`config.mk`:
```
export PLATFORM = sky130hd
export DESIGN_NAME = msr_status_regs
export DESIGN_NICKNAME = d
export VERILOG_FILES = /design/src/inc/msr_pkg.sv /design/src/hw/msr_status_regs.sv
export SDC_FILE = /design/constraint.sdc
export NUM_CORES = 1
export LEC_CHECK = 0
export ABC_AREA = 1
export CORE_MARGIN = 4
export CORE_UTILIZATION = 44
export CTS_CLUSTER_SIZE = 30
export DETAILED_ROUTE_END_ITERATION = 10
export DONT_BUFFER_PORTS = 1
export GPL_TIMING_DRIVEN = 0
export PLACE_DENSITY_LB_ADDON = 0.08
export SYNTH_ARGS = -nofsm -noshare
export SYNTH_HDL_FRONTEND = slang
export SYNTH_SLANG_ARGS = --single-unit
```
`constraint.sdc`:
```
create_clock -name i_clock -period 1.19 [get_ports i_clock]
set_input_delay 0.2975 -clock i_clock [delete_from_list [all_inputs] [get_ports i_clock]]
set_output_delay 0.2975 -clock i_clock [all_outputs]
set_load 0.01 [all_outputs]
```
`src/inc/msr_pkg.sv`:
```
`default_nettype none
package msr_pkg;
	// ----------------------------------------------------------------
	// register map
	// ----------------------------------------------------------------
	localparam logic [7:0]  ADDR_PROGRESS    = 8'h02;
	localparam logic [7:0]  ADDR_SUPPLY      = 8'h03;
	localparam logic [7:0]  ADDR_CLOCK       = 8'h04;
	localparam logic [15:0] RST_PROGRESS     = 16'h0000;
	localparam logic [15:0] RST_SUPPLY       = 16'hffff;
	localparam logic [15:0] RST_CLOCK        = 16'hfc07;
	// fixed upper bits of the clock fault register, bits 15:3
	localparam logic [12:0] CLOCK_FIXED_BITS = 13'h1f80;
	localparam logic [1:0]  CNT_RESET        = 2'h0;
	localparam logic [1:0]  CNT_STEP         = 2'h1;

	// ----------------------------------------------------------------
	// field positions of the progress register
	// ----------------------------------------------------------------
	localparam int POS_AUX_SEQ_CNT = 14;
	localparam int POS_CUR_A_CNT   = 10;
	localparam int POS_CUR_B_CNT   = 8;
	localparam int POS_AUX_RUN     = 1;

	// ----------------------------------------------------------------
	// supply fault bit positions, all active low
	// ----------------------------------------------------------------
	localparam int POS_ANALOG_OV   = 15;
	localparam int POS_ANALOG_UV   = 14;
	localparam int POS_IO_OV       = 13;
	localparam int POS_IO_UV       = 12;
	localparam int POS_CORE_OV     = 11;
	localparam int POS_CORE_UV     = 10;
	localparam int POS_ANALOG_OSC  = 9;
	localparam int POS_IO_OSC      = 8;
	localparam int POS_CORE_OSC    = 7;
	localparam int POS_ANALOG_HOT  = 6;
	localparam int POS_IO_HOT      = 5;
	localparam int POS_ANALOG_LIM  = 4;
	localparam int POS_IO_LIM      = 3;
	localparam int POS_AGND1_OPEN  = 2;
	localparam int POS_AGND2_OPEN  = 1;
	localparam int POS_DIGITAL_GROUND_OPEN   = 0;

	// converter completion events and enables
	typedef struct packed {
		logic aux_seq_done;
		logic aux_seq_running;
		logic current_a_done;
		logic current_b_done;
		logic aux_enable;
		logic current_a_enable;
		logic current_b_enable;
		logic standby;
	} msr_conv_type;

	// register port request
	typedef struct packed {
		logic [7:0]  addr;
		logic [15:0] wdata;
		logic        wr;
		logic        rd;
	} msr_bus_type;
endpackage
`default_nettype wire

```
`src/hw/msr_status_regs.sv`:
```
`default_nettype none
module msr_status_regs (
	input  wire logic                  i_clock,
	input  wire logic                  i_rst_n,
	input  wire msr_pkg::msr_conv_type i_conv,
	input  wire logic [15:0]           i_supply_fault,
	input  wire logic [2:0]            i_clock_fault,
	input  wire msr_pkg::msr_bus_type  i_bus,
	output logic [15:0]                o_rdata,
	output logic [15:0]                o_progress,
	output logic [15:0]                o_supply_flags
);
	// ----------------------------------------------------------------
	// latency and hazards
	// ----------------------------------------------------------------
	// raw fault levels take three edges to reach a flag: two
	// synchroniser stages and the flag itself. a fault pulse shorter
	// than one clock period may be missed entirely; the monitors are
	// expected to hold their level for at least one period.
	// when a synchronised fault and a host clear meet in one cycle the
	// fault wins, so software never loses a fault it has not yet seen.
	// the host should read the flag again after a clear: a fault that
	// is still present pulls the flag straight back to zero.
	// completion counters are only two bits wide. software must read
	// them faster than four completions apart or it will lose counts.
	// that is the price of a status word that fits one read.
	// a disable or standby level clears a counter even in the cycle of
	// a completion, so a stale count never survives a restart.
	// the progress register ignores host writes; its contents follow
	// the converters only.
	// o_progress and o_supply_flags are registered copies, one cycle
	// behind the read path, for neighbouring logic that wants status
	// without going through the register port.
	// aux configuration writes while the aux converter runs are the
	// host's duty to avoid; nothing here blocks or reports them.

	// ----------------------------------------------------------------
	// input synchronisers
	// ----------------------------------------------------------------
	// fault levels come from analog monitors, so they cross a domain
	logic [15:0] fault_meta_q;
	logic [15:0] fault_sync_q;
	logic [2:0]  clk_meta_q;
	logic [2:0]  clk_sync_q;

	// two stages; only the second stage is read by any logic
	always_ff @(posedge i_clock or negedge i_rst_n) begin
		if (!i_rst_n) begin
			fault_meta_q <= 16'h0000;
			fault_sync_q <= 16'h0000;
			clk_meta_q   <= 3'h0;
			clk_sync_q   <= 3'h0;
		end else begin
			fault_meta_q <= i_supply_fault;
			fault_sync_q <= fault_meta_q;
			clk_meta_q   <= i_clock_fault;
			clk_sync_q   <= clk_meta_q;
		end
	end

	// ----------------------------------------------------------------
	// write decode
	// ----------------------------------------------------------------
	logic wr_supply;
	logic wr_clock;

	// a write to the progress register decodes to nothing
	assign wr_supply = i_bus.wr && (i_bus.addr == msr_pkg::ADDR_SUPPLY);
	assign wr_clock  = i_bus.wr && (i_bus.addr == msr_pkg::ADDR_CLOCK);

	// ----------------------------------------------------------------
	// completion counters
	// ----------------------------------------------------------------
	logic [1:0] aux_sequence_counter_q;
	logic [1:0] current_a_conversion_counter_q;
	logic [1:0] current_b_conversion_counter_q;
	logic       aux_sequence_running_q;

	// standby or disable wins over a completion in the same cycle
	always_ff @(posedge i_clock or negedge i_rst_n) begin
		if (!i_rst_n) begin
			aux_sequence_counter_q <= msr_pkg::CNT_RESET;
		end else if (i_conv.standby || !i_conv.aux_enable) begin
			aux_sequence_counter_q <= msr_pkg::CNT_RESET;
		end else if (i_conv.aux_seq_done) begin
			// 2-bit add wraps 11b to 00b by itself
			aux_sequence_counter_q <=
				aux_sequence_counter_q + msr_pkg::CNT_STEP;
		end
	end

	// current converter a count
	always_ff @(posedge i_clock or negedge i_rst_n) begin
		if (!i_rst_n) begin
			current_a_conversion_counter_q <= msr_pkg::CNT_RESET;
		end else if (i_conv.standby || !i_conv.current_a_enable) begin
			current_a_conversion_counter_q <= msr_pkg::CNT_RESET;
		end else if (i_conv.current_a_done) begin
			current_a_conversion_counter_q <=
				current_a_conversion_counter_q + msr_pkg::CNT_STEP;
		end
	end

	// current converter b count
	always_ff @(posedge i_clock or negedge i_rst_n) begin
		if (!i_rst_n) begin
			current_b_conversion_counter_q <= msr_pkg::CNT_RESET;
		end else if (i_conv.standby || !i_conv.current_b_enable) begin
			current_b_conversion_counter_q <= msr_pkg::CNT_RESET;
		end else if (i_conv.current_b_done) begin
			current_b_conversion_counter_q <=
				current_b_conversion_counter_q + msr_pkg::CNT_STEP;
		end
	end

	// sequence running indicator, forced low when aux cannot run
	always_ff @(posedge i_clock or negedge i_rst_n) begin
		if (!i_rst_n) begin
			aux_sequence_running_q <= 1'b0;
		end else begin
			aux_sequence_running_q <= i_conv.aux_seq_running
				&& i_conv.aux_enable && !i_conv.standby;
		end
	end

	// ----------------------------------------------------------------
	// sticky active-low fault flags
	// ----------------------------------------------------------------
	logic [15:0] supply_fault_status_q;
	logic [2:0]  clock_flags_q;

	// one loop covers every bit; bit index equals fault position,
	// so bit 15 is analog over, down to bit 0 digital ground open
	genvar g;
	generate
		for (g = 0; g < 16; g++) begin : g_supply
			always_ff @(posedge i_clock or negedge i_rst_n) begin
				if (!i_rst_n) begin
					supply_fault_status_q[g] <= msr_pkg::RST_SUPPLY[g];
				end else if (fault_sync_q[g]) begin
					// a fault seen in the clear cycle keeps the flag low
					supply_fault_status_q[g] <= 1'b0;
				end else if (wr_supply && i_bus.wdata[g]) begin
					supply_fault_status_q[g] <= 1'b1;
				end
			end
		end
		for (g = 0; g < 3; g++) begin : g_clock
			always_ff @(posedge i_clock or negedge i_rst_n) begin
				if (!i_rst_n) begin
					clock_flags_q[g] <= msr_pkg::RST_CLOCK[g];
				end else if (clk_sync_q[g]) begin
					clock_flags_q[g] <= 1'b0;
				end else if (wr_clock && i_bus.wdata[g]) begin
					clock_flags_q[g] <= 1'b1;
				end
			end
		end
	endgenerate
	// supply flags map through g_supply by bit position, clock flags through g_clock

	// ----------------------------------------------------------------
	// named supply fault flags
	// ----------------------------------------------------------------
	// each flag gets a name so the read word is assembled field by
	// field; each flag is read and written back through the same position
	// constant, so a swapped constant reads the same as one 16-bit copy
	logic        analog_supply_over_flag;
	logic        analog_supply_under_flag;
	logic        io_supply_over_flag;
	logic        io_supply_under_flag;
	logic        core_supply_over_flag;
	logic        core_supply_under_flag;
	logic        analog_supply_oscillation_flag;
	logic        io_supply_oscillation_flag;
	logic        core_supply_oscillation_flag;
	logic        analog_regulator_hot_flag;
	logic        io_regulator_hot_flag;
	logic        analog_regulator_limit_flag;
	logic        io_regulator_limit_flag;
	logic        analog_ground_first_open_flag;
	logic        analog_ground_second_open_flag;
	logic        digital_ground_open_flag;
	logic [15:0] supply_read_word;

	// analog supply voltage window
	assign analog_supply_over_flag =
		supply_fault_status_q[msr_pkg::POS_ANALOG_OV];
	assign analog_supply_under_flag =
		supply_fault_status_q[msr_pkg::POS_ANALOG_UV];
	// io supply voltage window
	assign io_supply_over_flag =
		supply_fault_status_q[msr_pkg::POS_IO_OV];
	assign io_supply_under_flag =
		supply_fault_status_q[msr_pkg::POS_IO_UV];
	// core supply voltage window
	assign core_supply_over_flag =
		supply_fault_status_q[msr_pkg::POS_CORE_OV];
	assign core_supply_under_flag =
		supply_fault_status_q[msr_pkg::POS_CORE_UV];
	// supply oscillation detectors
	assign analog_supply_oscillation_flag =
		supply_fault_status_q[msr_pkg::POS_ANALOG_OSC];
	assign io_supply_oscillation_flag =
		supply_fault_status_q[msr_pkg::POS_IO_OSC];
	assign core_supply_oscillation_flag =
		supply_fault_status_q[msr_pkg::POS_CORE_OSC];
	// regulator overtemperature warnings
	assign analog_regulator_hot_flag =
		supply_fault_status_q[msr_pkg::POS_ANALOG_HOT];
	assign io_regulator_hot_flag =
		supply_fault_status_q[msr_pkg::POS_IO_HOT];
	// regulator current limits
	assign analog_regulator_limit_flag =
		supply_fault_status_q[msr_pkg::POS_ANALOG_LIM];
	assign io_regulator_limit_flag =
		supply_fault_status_q[msr_pkg::POS_IO_LIM];
	// ground pin disconnect detectors
	assign analog_ground_first_open_flag =
		supply_fault_status_q[msr_pkg::POS_AGND1_OPEN];
	assign analog_ground_second_open_flag =
		supply_fault_status_q[msr_pkg::POS_AGND2_OPEN];
	assign digital_ground_open_flag =
		supply_fault_status_q[msr_pkg::POS_DIGITAL_GROUND_OPEN];

	// read word rebuilt from the named flags, one bit per position;
	// every bit is overwritten, the zero start only avoids a latch
	always_comb begin
		supply_read_word = 16'h0000;
		supply_read_word[msr_pkg::POS_ANALOG_OV] =
			analog_supply_over_flag;
		supply_read_word[msr_pkg::POS_ANALOG_UV] =
			analog_supply_under_flag;
		supply_read_word[msr_pkg::POS_IO_OV] =
			io_supply_over_flag;
		supply_read_word[msr_pkg::POS_IO_UV] =
			io_supply_under_flag;
		supply_read_word[msr_pkg::POS_CORE_OV] =
			core_supply_over_flag;
		supply_read_word[msr_pkg::POS_CORE_UV] =
			core_supply_under_flag;
		supply_read_word[msr_pkg::POS_ANALOG_OSC] =
			analog_supply_oscillation_flag;
		supply_read_word[msr_pkg::POS_IO_OSC] =
			io_supply_oscillation_flag;
		supply_read_word[msr_pkg::POS_CORE_OSC] =
			core_supply_oscillation_flag;
		supply_read_word[msr_pkg::POS_ANALOG_HOT] =
			analog_regulator_hot_flag;
		supply_read_word[msr_pkg::POS_IO_HOT] =
			io_regulator_hot_flag;
		supply_read_word[msr_pkg::POS_ANALOG_LIM] =
			analog_regulator_limit_flag;
		supply_read_word[msr_pkg::POS_IO_LIM] =
			io_regulator_limit_flag;
		supply_read_word[msr_pkg::POS_AGND1_OPEN] =
			analog_ground_first_open_flag;
		supply_read_word[msr_pkg::POS_AGND2_OPEN] =
			analog_ground_second_open_flag;
		supply_read_word[msr_pkg::POS_DIGITAL_GROUND_OPEN] =
			digital_ground_open_flag;
	end

	// ----------------------------------------------------------------
	// read path
	// ----------------------------------------------------------------
	logic [15:0] progress_word;
	logic [15:0] read_word;

	// unused progress bits are tied to zero by construction
	always_comb begin
		progress_word = msr_pkg::RST_PROGRESS;
		progress_word[msr_pkg::POS_AUX_SEQ_CNT +: 2] =
			aux_sequence_counter_q;
		progress_word[msr_pkg::POS_CUR_A_CNT +: 2] =
			current_a_conversion_counter_q;
		progress_word[msr_pkg::POS_CUR_B_CNT +: 2] =
			current_b_conversion_counter_q;
		progress_word[msr_pkg::POS_AUX_RUN] = aux_sequence_running_q;
	end

	// unmapped addresses read zero
	always_comb begin
		case (i_bus.addr)
			msr_pkg::ADDR_PROGRESS: read_word = progress_word;
			msr_pkg::ADDR_SUPPLY:   read_word = supply_read_word;
			msr_pkg::ADDR_CLOCK:
				read_word = {msr_pkg::CLOCK_FIXED_BITS, clock_flags_q};
			default:                read_word = 16'h0000;
		endcase
	end

	// read data registered, valid only in the cycle after the strobe
	always_ff @(posedge i_clock or negedge i_rst_n) begin
		if (!i_rst_n) begin
			o_rdata <= 16'h0000;
		end else if (i_bus.rd) begin
			o_rdata <= read_word;
		end else begin
			o_rdata <= 16'h0000;
		end
	end

	// mirrored status for surrounding logic, one cycle behind
	always_ff @(posedge i_clock or negedge i_rst_n) begin
		if (!i_rst_n) begin
			o_progress     <= msr_pkg::RST_PROGRESS;
			o_supply_flags <= msr_pkg::RST_SUPPLY;
		end else begin
			o_progress     <= progress_word;
			o_supply_flags <= supply_fault_status_q;
		end
	end
endmodule // msr_status_regs
`default_nettype wire

```
[Word-level counts from Yosys, hierarchy flattened]
Index checks and enable logic that the tools add are counted.
Storage, ports and cells
  flip-flop bits (word level): 103
  output and inout port bits: 48
Operators by class
  $add $sub $neg: 3
  equal/unequal tests: 3
  multiplexer cells: 46
  reductions and logical operators: 52
Operators by type and width (count)
  $pmux 16 s3: 1
  $reduce_bool 2->1: 22
  $mux 1: 38
  $logic_and 1x1->1: 23
  $eq 8x2->1 const B: 2
  $mux 16: 1
  $mux 2: 6
  $eq 8x3->1 const B: 1
  $add 2x1->2 const B: 3
  $logic_not 1->1: 4
  $logic_or 1x1->1: 3

[Logic depth before layout (Yosys ltp)]
Gate-level depths: netlist of run 1.
  word-level depth: 5
  depth in mapped cells: 8
  depth with buffers taken out: 7

[Worst setup path after synthesis of run 1]
Ideal clock, no wire load.
  path kind: input -> register
  start: in i_bus[25] (netlist bit)
  end: reg clock_flags_q[0]
  setup time: 0.073 ns
  arrival time: 0.950 ns
  path slack: 0.167 ns
  cell stages on the path: 5
  buffers on the path: 0
  cell sequence: nor2_1 > nand2_1 > nor2_1 > nand3_1 > a21oi_1
On the way
  cells in the longest elaborated chain, start to end: 4
Ends and longest elaborated chain
  start: declaration: RTL line msr_status_regs.sv:8  | input wire msr_pkg::msr_bus_type i_bus,
  $eq 8x3->1: RTL line msr_status_regs.sv:69  | assign wr_clock = i_bus.wr && (i_bus.addr == msr_pkg::ADDR_CLOCK);
  $logic_and 1x1->1: RTL line msr_status_regs.sv:69
  $logic_and 1x1->1: RTL line msr_status_regs.sv:154  | end else if (wr_clock && i_bus.wdata[g]) begin
  $reduce_bool 2->1 (no source line)
  end signal: indexed assignment: RTL line msr_status_regs.sv:151  | clock_flags_q[g] <= msr_pkg::RST_CLOCK[g];
  end: declaration: RTL line msr_status_regs.sv:130  | logic [2:0] clock_flags_q;
Every way passes these cells.
A chain may end at the register's enable or synchronous reset.

[Worst setup path after layout of run 1]
  start: reg o_supply_flags[9]
  end: out o_supply_flags[9]
RTL lines
  start: declaration: RTL line msr_status_regs.sv:11  | output logic [15:0] o_supply_flags
  start signal: assignment: RTL line msr_status_regs.sv:308  | o_supply_flags <= msr_pkg::RST_SUPPLY;
  start signal: assignment: RTL line msr_status_regs.sv:311  | o_supply_flags <= supply_fault_status_q;
No word-level cell between the ends.

==> results of run 1 <==
synthesized netlist by cell type, drive strengths merged:
cell type and number:
nor2 22, dfrtp 68, buf 15, nor3b 3, inv 32, dfstp 35, conb 1, nand2 30
a21oi 22, xor2 3, o21ai 2, nand3 41
final cells by class:
cell class / instances / share of cell area
clock inverters: 5 / 0.0144
plain buffers: 15 / 0.0270
repair buffers: 20 / 0.0502
well taps: 99 / 0.0310
flip-flops and latches: 103 / 0.657
inverters: 32 / 0.0301
clock buffers: 11 / 0.0354
multi-input cells: 132 / 0.155
what timing repair did:
item,in CTS,in global routing
pin swaps,0,0
endpoints found under the hold margin,123,103
setup endpoints to repair,16,16
setup buffers,0,0
routing by layer:
layer	wire length, µm	up-vias
li1	-	922
met1	2680	915
met2	3040	67
met3	547	6
met4	74	0
met5	0	-
cells in the final DEF, fill, tap and decap left out:
master         netlist  layout
nor2_1              19      19
nor2_2               3       3
clkbuf_8             0      10
inv_2                1       1
clkinv_4             0       2
nand2_1             29      29
buf_6                1       1
buf_4               11      11
buf_2                2       2
dlygate4sd3_1        0      20
buf_1                1       1
dfstp_2             35      35
clkbuf_1             0       1
nand2_4              1       1
bufinv_16            0       1
dfrtp_1             68      68
nor3b_1              3       3
a21oi_1             22      22
inv_1               31      31
clkinv_2             0       2
conb_1               1       9
xor2_1               3       3
nand3_1             41      41
o21ai_1              2       2
cells by family after synthesis:
logic type,Yosys count
XOR/XNOR,3
other,1
buffers and inverters,47
AND/OR/NAND/NOR,96
flip-flops,103
AO/OA/AOI/OAI,24
flip-flops by register name (all words and copies together) (netlist names), 2 cells and up:
signal / flops
aux_sequence_counter_q: 2
clk_meta_q: 3
clk_sync_q: 3
clock_flags_q: 3
current_a_conversion_counter_q: 2
current_b_conversion_counter_q: 2
fault_meta_q: 16
fault_sync_q: 16
o_progress: 7
o_rdata: 16
o_supply_flags: 16
where the power goes:
part	leakage (nW)	total (mW)	switching [mW]	internal (mW)
logic	0.450	0.166	0.0805	0.0853
registers	1.22	3.62	0.0318	3.59
clock network	0.103	2.14	1.11	1.03
total	1.77	5.93	1.22	4.70
path summary, 6_finish.rpt:
path | start | endpoint
min in group i_clock | i_bus[4] | analog_ground_first_open_flag$_DFFE_PN1P_
hold reg to reg | fault_meta_q[12]$_DFF_PN0_ | fault_sync_q[12]$_DFF_PN0_
setup / recovery | o_supply_flags[9]$_DFF_PN1_ | o_supply_flags[9]
max in group asynchronous | i_rst_n | analog_supply_oscillation_flag$_DFFE_PN1P_
hold / removal | i_rst_n | o_progress[10]$_DFF_PN0_
setup reg to reg | core_supply_over_flag$_DFFE_PN1P_ | o_rdata[11]$_DFF_PN0_
through the flow:
step | instance area (µm²) | TNS, ns | instances | util
2_1_floorplan | 3470 | 0 | 282 | -
3_3_place_gp | 3590 | -0.872 | 381 | 0.485
3_5_place_dp | 3590 | -0.979 | 381 | 0.485
4_1_cts | 3990 | -0.586 | 417 | 0.539
5_1_grt | 3990 | -0.863 | 417 | 0.539
6_report | 3990 | -0.171 | 417 | 0.539
==> impl_metrics.tcl, run 1 <==
set metrics [dict create \
    p_leak_nw 1.77 \
    fp.dieW_um 96.4 \
    rr_worst_depth 4 \
    r2r_slack_ns 0.26 \
    rsz0062_at_grt "true" \
    ir_worst_vdd_uv 783 \
    overflow 0 \
    slew_headroom 0.648 \
    initialDrtViolationCount 90 \
    htreeDepth 3 \
    root_buffer "clkbuf_8" \
    first_pass_iters 4 \
    vias 1910 \
    syn_inst 274 \
    cts_buffer_depth 2 \
    cts.sinks 103 \
    final_nets 368 \
    core_area_um2 7410 \
    num_rows 31 \
    synth_seq_cells 103 \
    use_met2 0.214 \
    worstPathRequired_ns 0.89 \
    antenna_found_initial 0 \
    total_power_mw 5.93 \
    multi_input_comb_area_um2 618 \
    grt_util_met3 0.0542 \
    wl_per_cell_um 15.2 \
    cap_violations 0 \
    fmax_mhz 823 \
    met1_usage 0.199 \
    wirelength_um 6350 \
    grt_pass1_wl_um 10000 \
    worstPathArrival_ns 0.92 \
    place_ws_ns -0.171 \
    path_depth 0 \
    yosys.area.top_type_share 0.495 \
    gp_congestion 0.721 \
    ant_nets 0 \
    pin_count 103 \
    grt_pass1_vias 1884 \
    fill_cells 627 \
    hold_viol_final 103 \
    synth_fa_ha_area_frac 0 \
    synth_compound_area_frac 0.0349 \
    port_buffers 0 \
    post-route-drc-count 0 \
    min_path_type "in -> async" \
    fin_ws_ns -0.0251 \
    finalCriticalPeriod_ns 1.22 \
    die_h_um 96.4 \
    holdWs_ns -0.366 \
    synth-simple-area-share 0.127 \
    startpoint_type "flop" \
    drive_gt1_frac 0.217 \
    synthMuxAreaShare 0 \
    grt_busiest_layer "met2" \
    synth_seq_area_share 0.763 \
    worst_setup_path_end_kind "primary output" \
    ys_types 18 \
    die-area_um2 9290 \
    cts_hold_buf 20 \
    yosys-top-cells-area "dfrtp_1 (50%), dfstp_2 (27%), nand3_1 (6.0%)" \
    clk_latency_ns 0.35 \
    diodes 0 \
    report.final.slew_viol_count 0 \
    cts.reportedPaths.clkPinSlew_ns 0.10 \
    viasPerCell 4.58 \
    grt_max_degree 104 \
    syn_area_per_cell_um2 12.5 \
    synth_top_family_by_area "simple AND/OR/NAND/NOR gates" \
    post_cts_resize_count 0 \
    worst-path-max-fanout 1 \
    synth-xor-area-share 0.00764 \
    setup_viol 14 \
    p_per_area_nw_per_um2 1490 \
    regArea_um2 2620 \
    crit_type "reg -> out" \
    synth_area_um2 3440 \
    yosys.area.top_type "dfrtp_1" \
    cts_tree "done" \
    syn_to_final_growth_pct 16.1 \
    violations "hold timing, setup timing" \
    period_share 1.02 \
    yosys_warnings 0 \
    dp_hpwl_um 4320 \
    tightest_slew_ns 0.526 \
    grt.total_usage 0.147 \
    status "finished with violations" \
    numCtsBuffers 9 \
    initial_core_util 0.464 \
    fin_worst_skew_ns 0.0112 \
]
No activity file was read; power rests on OpenSTA's default activity.
==> inputs of run 2 (changes only) <==
--- a/config.mk
+++ b/config.mk
@@ -13,6 +13,7 @@
 export DONT_BUFFER_PORTS = 1
 export GPL_TIMING_DRIVEN = 0
 export PLACE_DENSITY_LB_ADDON = 0.08
+export SKIP_CTS_REPAIR_TIMING = 1
 export SYNTH_ARGS = -nofsm -noshare
 export SYNTH_HDL_FRONTEND = slang
 export SYNTH_SLANG_ARGS = --single-unit
==> impl_metrics.tcl, run 2 (synthesis results as in run 1) <==
set metrics [dict create \
    cts.sinks 103 \
    holdWs_ns -0.367 \
    ant_nets 0 \
    diodes 0 \
    grt_max_degree 104 \
    slew_headroom 0.648 \
    cts.reportedPaths.clkPinSlew_ns 0.10 \
    grt_pass1_vias 1816 \
    crit_type "reg -> out" \
    setup_viol 14 \
    fin_worst_skew_ns 0.0113 \
    cap_violations 0 \
    grt_pass1_wl_um 9700 \
    die_h_um 96.4 \
    grt.total_usage 0.143 \
    r2r_slack_ns 0.26 \
    numCtsBuffers 9 \
    vias 1914 \
    root_buffer "clkbuf_8" \
    fmax_mhz 823 \
    clk_latency_ns 0.35 \
    num_rows 31 \
    viasPerCell 4.59 \
    ir_worst_vdd_uv 782 \
    tightest_slew_ns 0.526 \
    drive_gt1_frac 0.217 \
    p_per_area_nw_per_um2 1490 \
    final_util 0.539 \
    initial_core_util 0.464 \
    startpoint_type "flop" \
    pin_count 103 \
    port_buffers 0 \
    crit-reg2reg-launch "core_supply_over_flag$_DFFE_PN1P_" \
    initialDrtViolationCount 83 \
    violations "hold timing, setup timing" \
    report.final.slew_viol_count 0 \
    p_leak_nw 1.77 \
    cp-startpoint "o_supply_flags[9]$_DFF_PN1_" \
    wirelength_um 6330 \
    fp.dieW_um 96.4 \
    final_common_cell "dfrtp_1" \
    final_nets 368 \
    antenna_found_initial 0 \
    worst_setup_path_end_kind "primary output" \
    fin_ws_ns -0.0251 \
    dp_hpwl_um 4320 \
    worst-path-max-fanout 1 \
    rsz0062_at_grt "true" \
    period_share 1.02 \
    worstPathRequired_ns 0.89 \
    syn_to_final_growth_pct 16.1 \
    cts_tree "done" \
    status "finished with violations" \
    hold_viol_final 103 \
    wl_per_cell_um 15.2 \
    min_path_type "in -> async" \
    most-common-layout-cells "dfrtp_1 (68), nand3_1 (41), dfstp_2 (35)" \
    cts_buffer_depth 2 \
    core_area_um2 7410 \
    post-route-drc-count 0 \
    worstPathArrival_ns 0.92 \
    finalCriticalPeriod_ns 1.22 \
    overflow 0 \
    gp_congestion 0.721 \
    first_pass_iters 4 \
    die-area_um2 9290 \
    htreeDepth 3 \
]
run 2: worst paths after layout:
kind,end,cells after the start
min reg2reg,fault_sync_q[12]$_DFF_PN0_,0
max in group asynchronous,analog_supply_oscillation_flag$_DFFE_PN1P_,0
max,o_supply_flags[9],0
max reg2reg,o_rdata[11]$_DFF_PN0_,4
min,o_progress[10]$_DFF_PN0_,0
min in group i_clock,io_regulator_hot_flag$_DFFE_PN1P_,2
run 2: where the power goes:
group	switching, mW	internal [mW]
registers	0.0318	3.59
logic	0.0803	0.0853
clock network	1.11	1.03
run 2: area by class of cell:
class | count | area [µm²]
plain buffers | 15 | 108
clock buffers | 11 | 141
clock inverters | 5 | 57.6
fillers | 628 | 3420
inverters | 32 | 120
multi-input cells | 132 | 618
flip-flops and latches | 103 | 2620
well taps | 99 | 124
repair buffers | 20 | 200
run 2: metrics by stage:
stage                     instance area [µm²]  TNS, ns  worst slack (ns)  std cells  power (mW)
after detailed placement                 3590   -0.979            -0.171        381        3.80
after global routing                     3990   -0.863           -0.0664        417        6.22
after global placement                   3590   -0.872            -0.151        381        3.79
after floorplan                          3470        0             0.167        282        3.77
final                                    3990   -0.172           -0.0251        417        5.93
after CTS                                3790   -0.586           -0.0526        397        5.97
run 2: per-layer routing:
layer  wire, µm  vias to the layer above  GRT usage
met5          0                        -          0
li1           -                      920          -
met1       2690                      919      0.195
met3        551                        6     0.0519
met2       3010                       69      0.207
met4         74                        0     0.0631
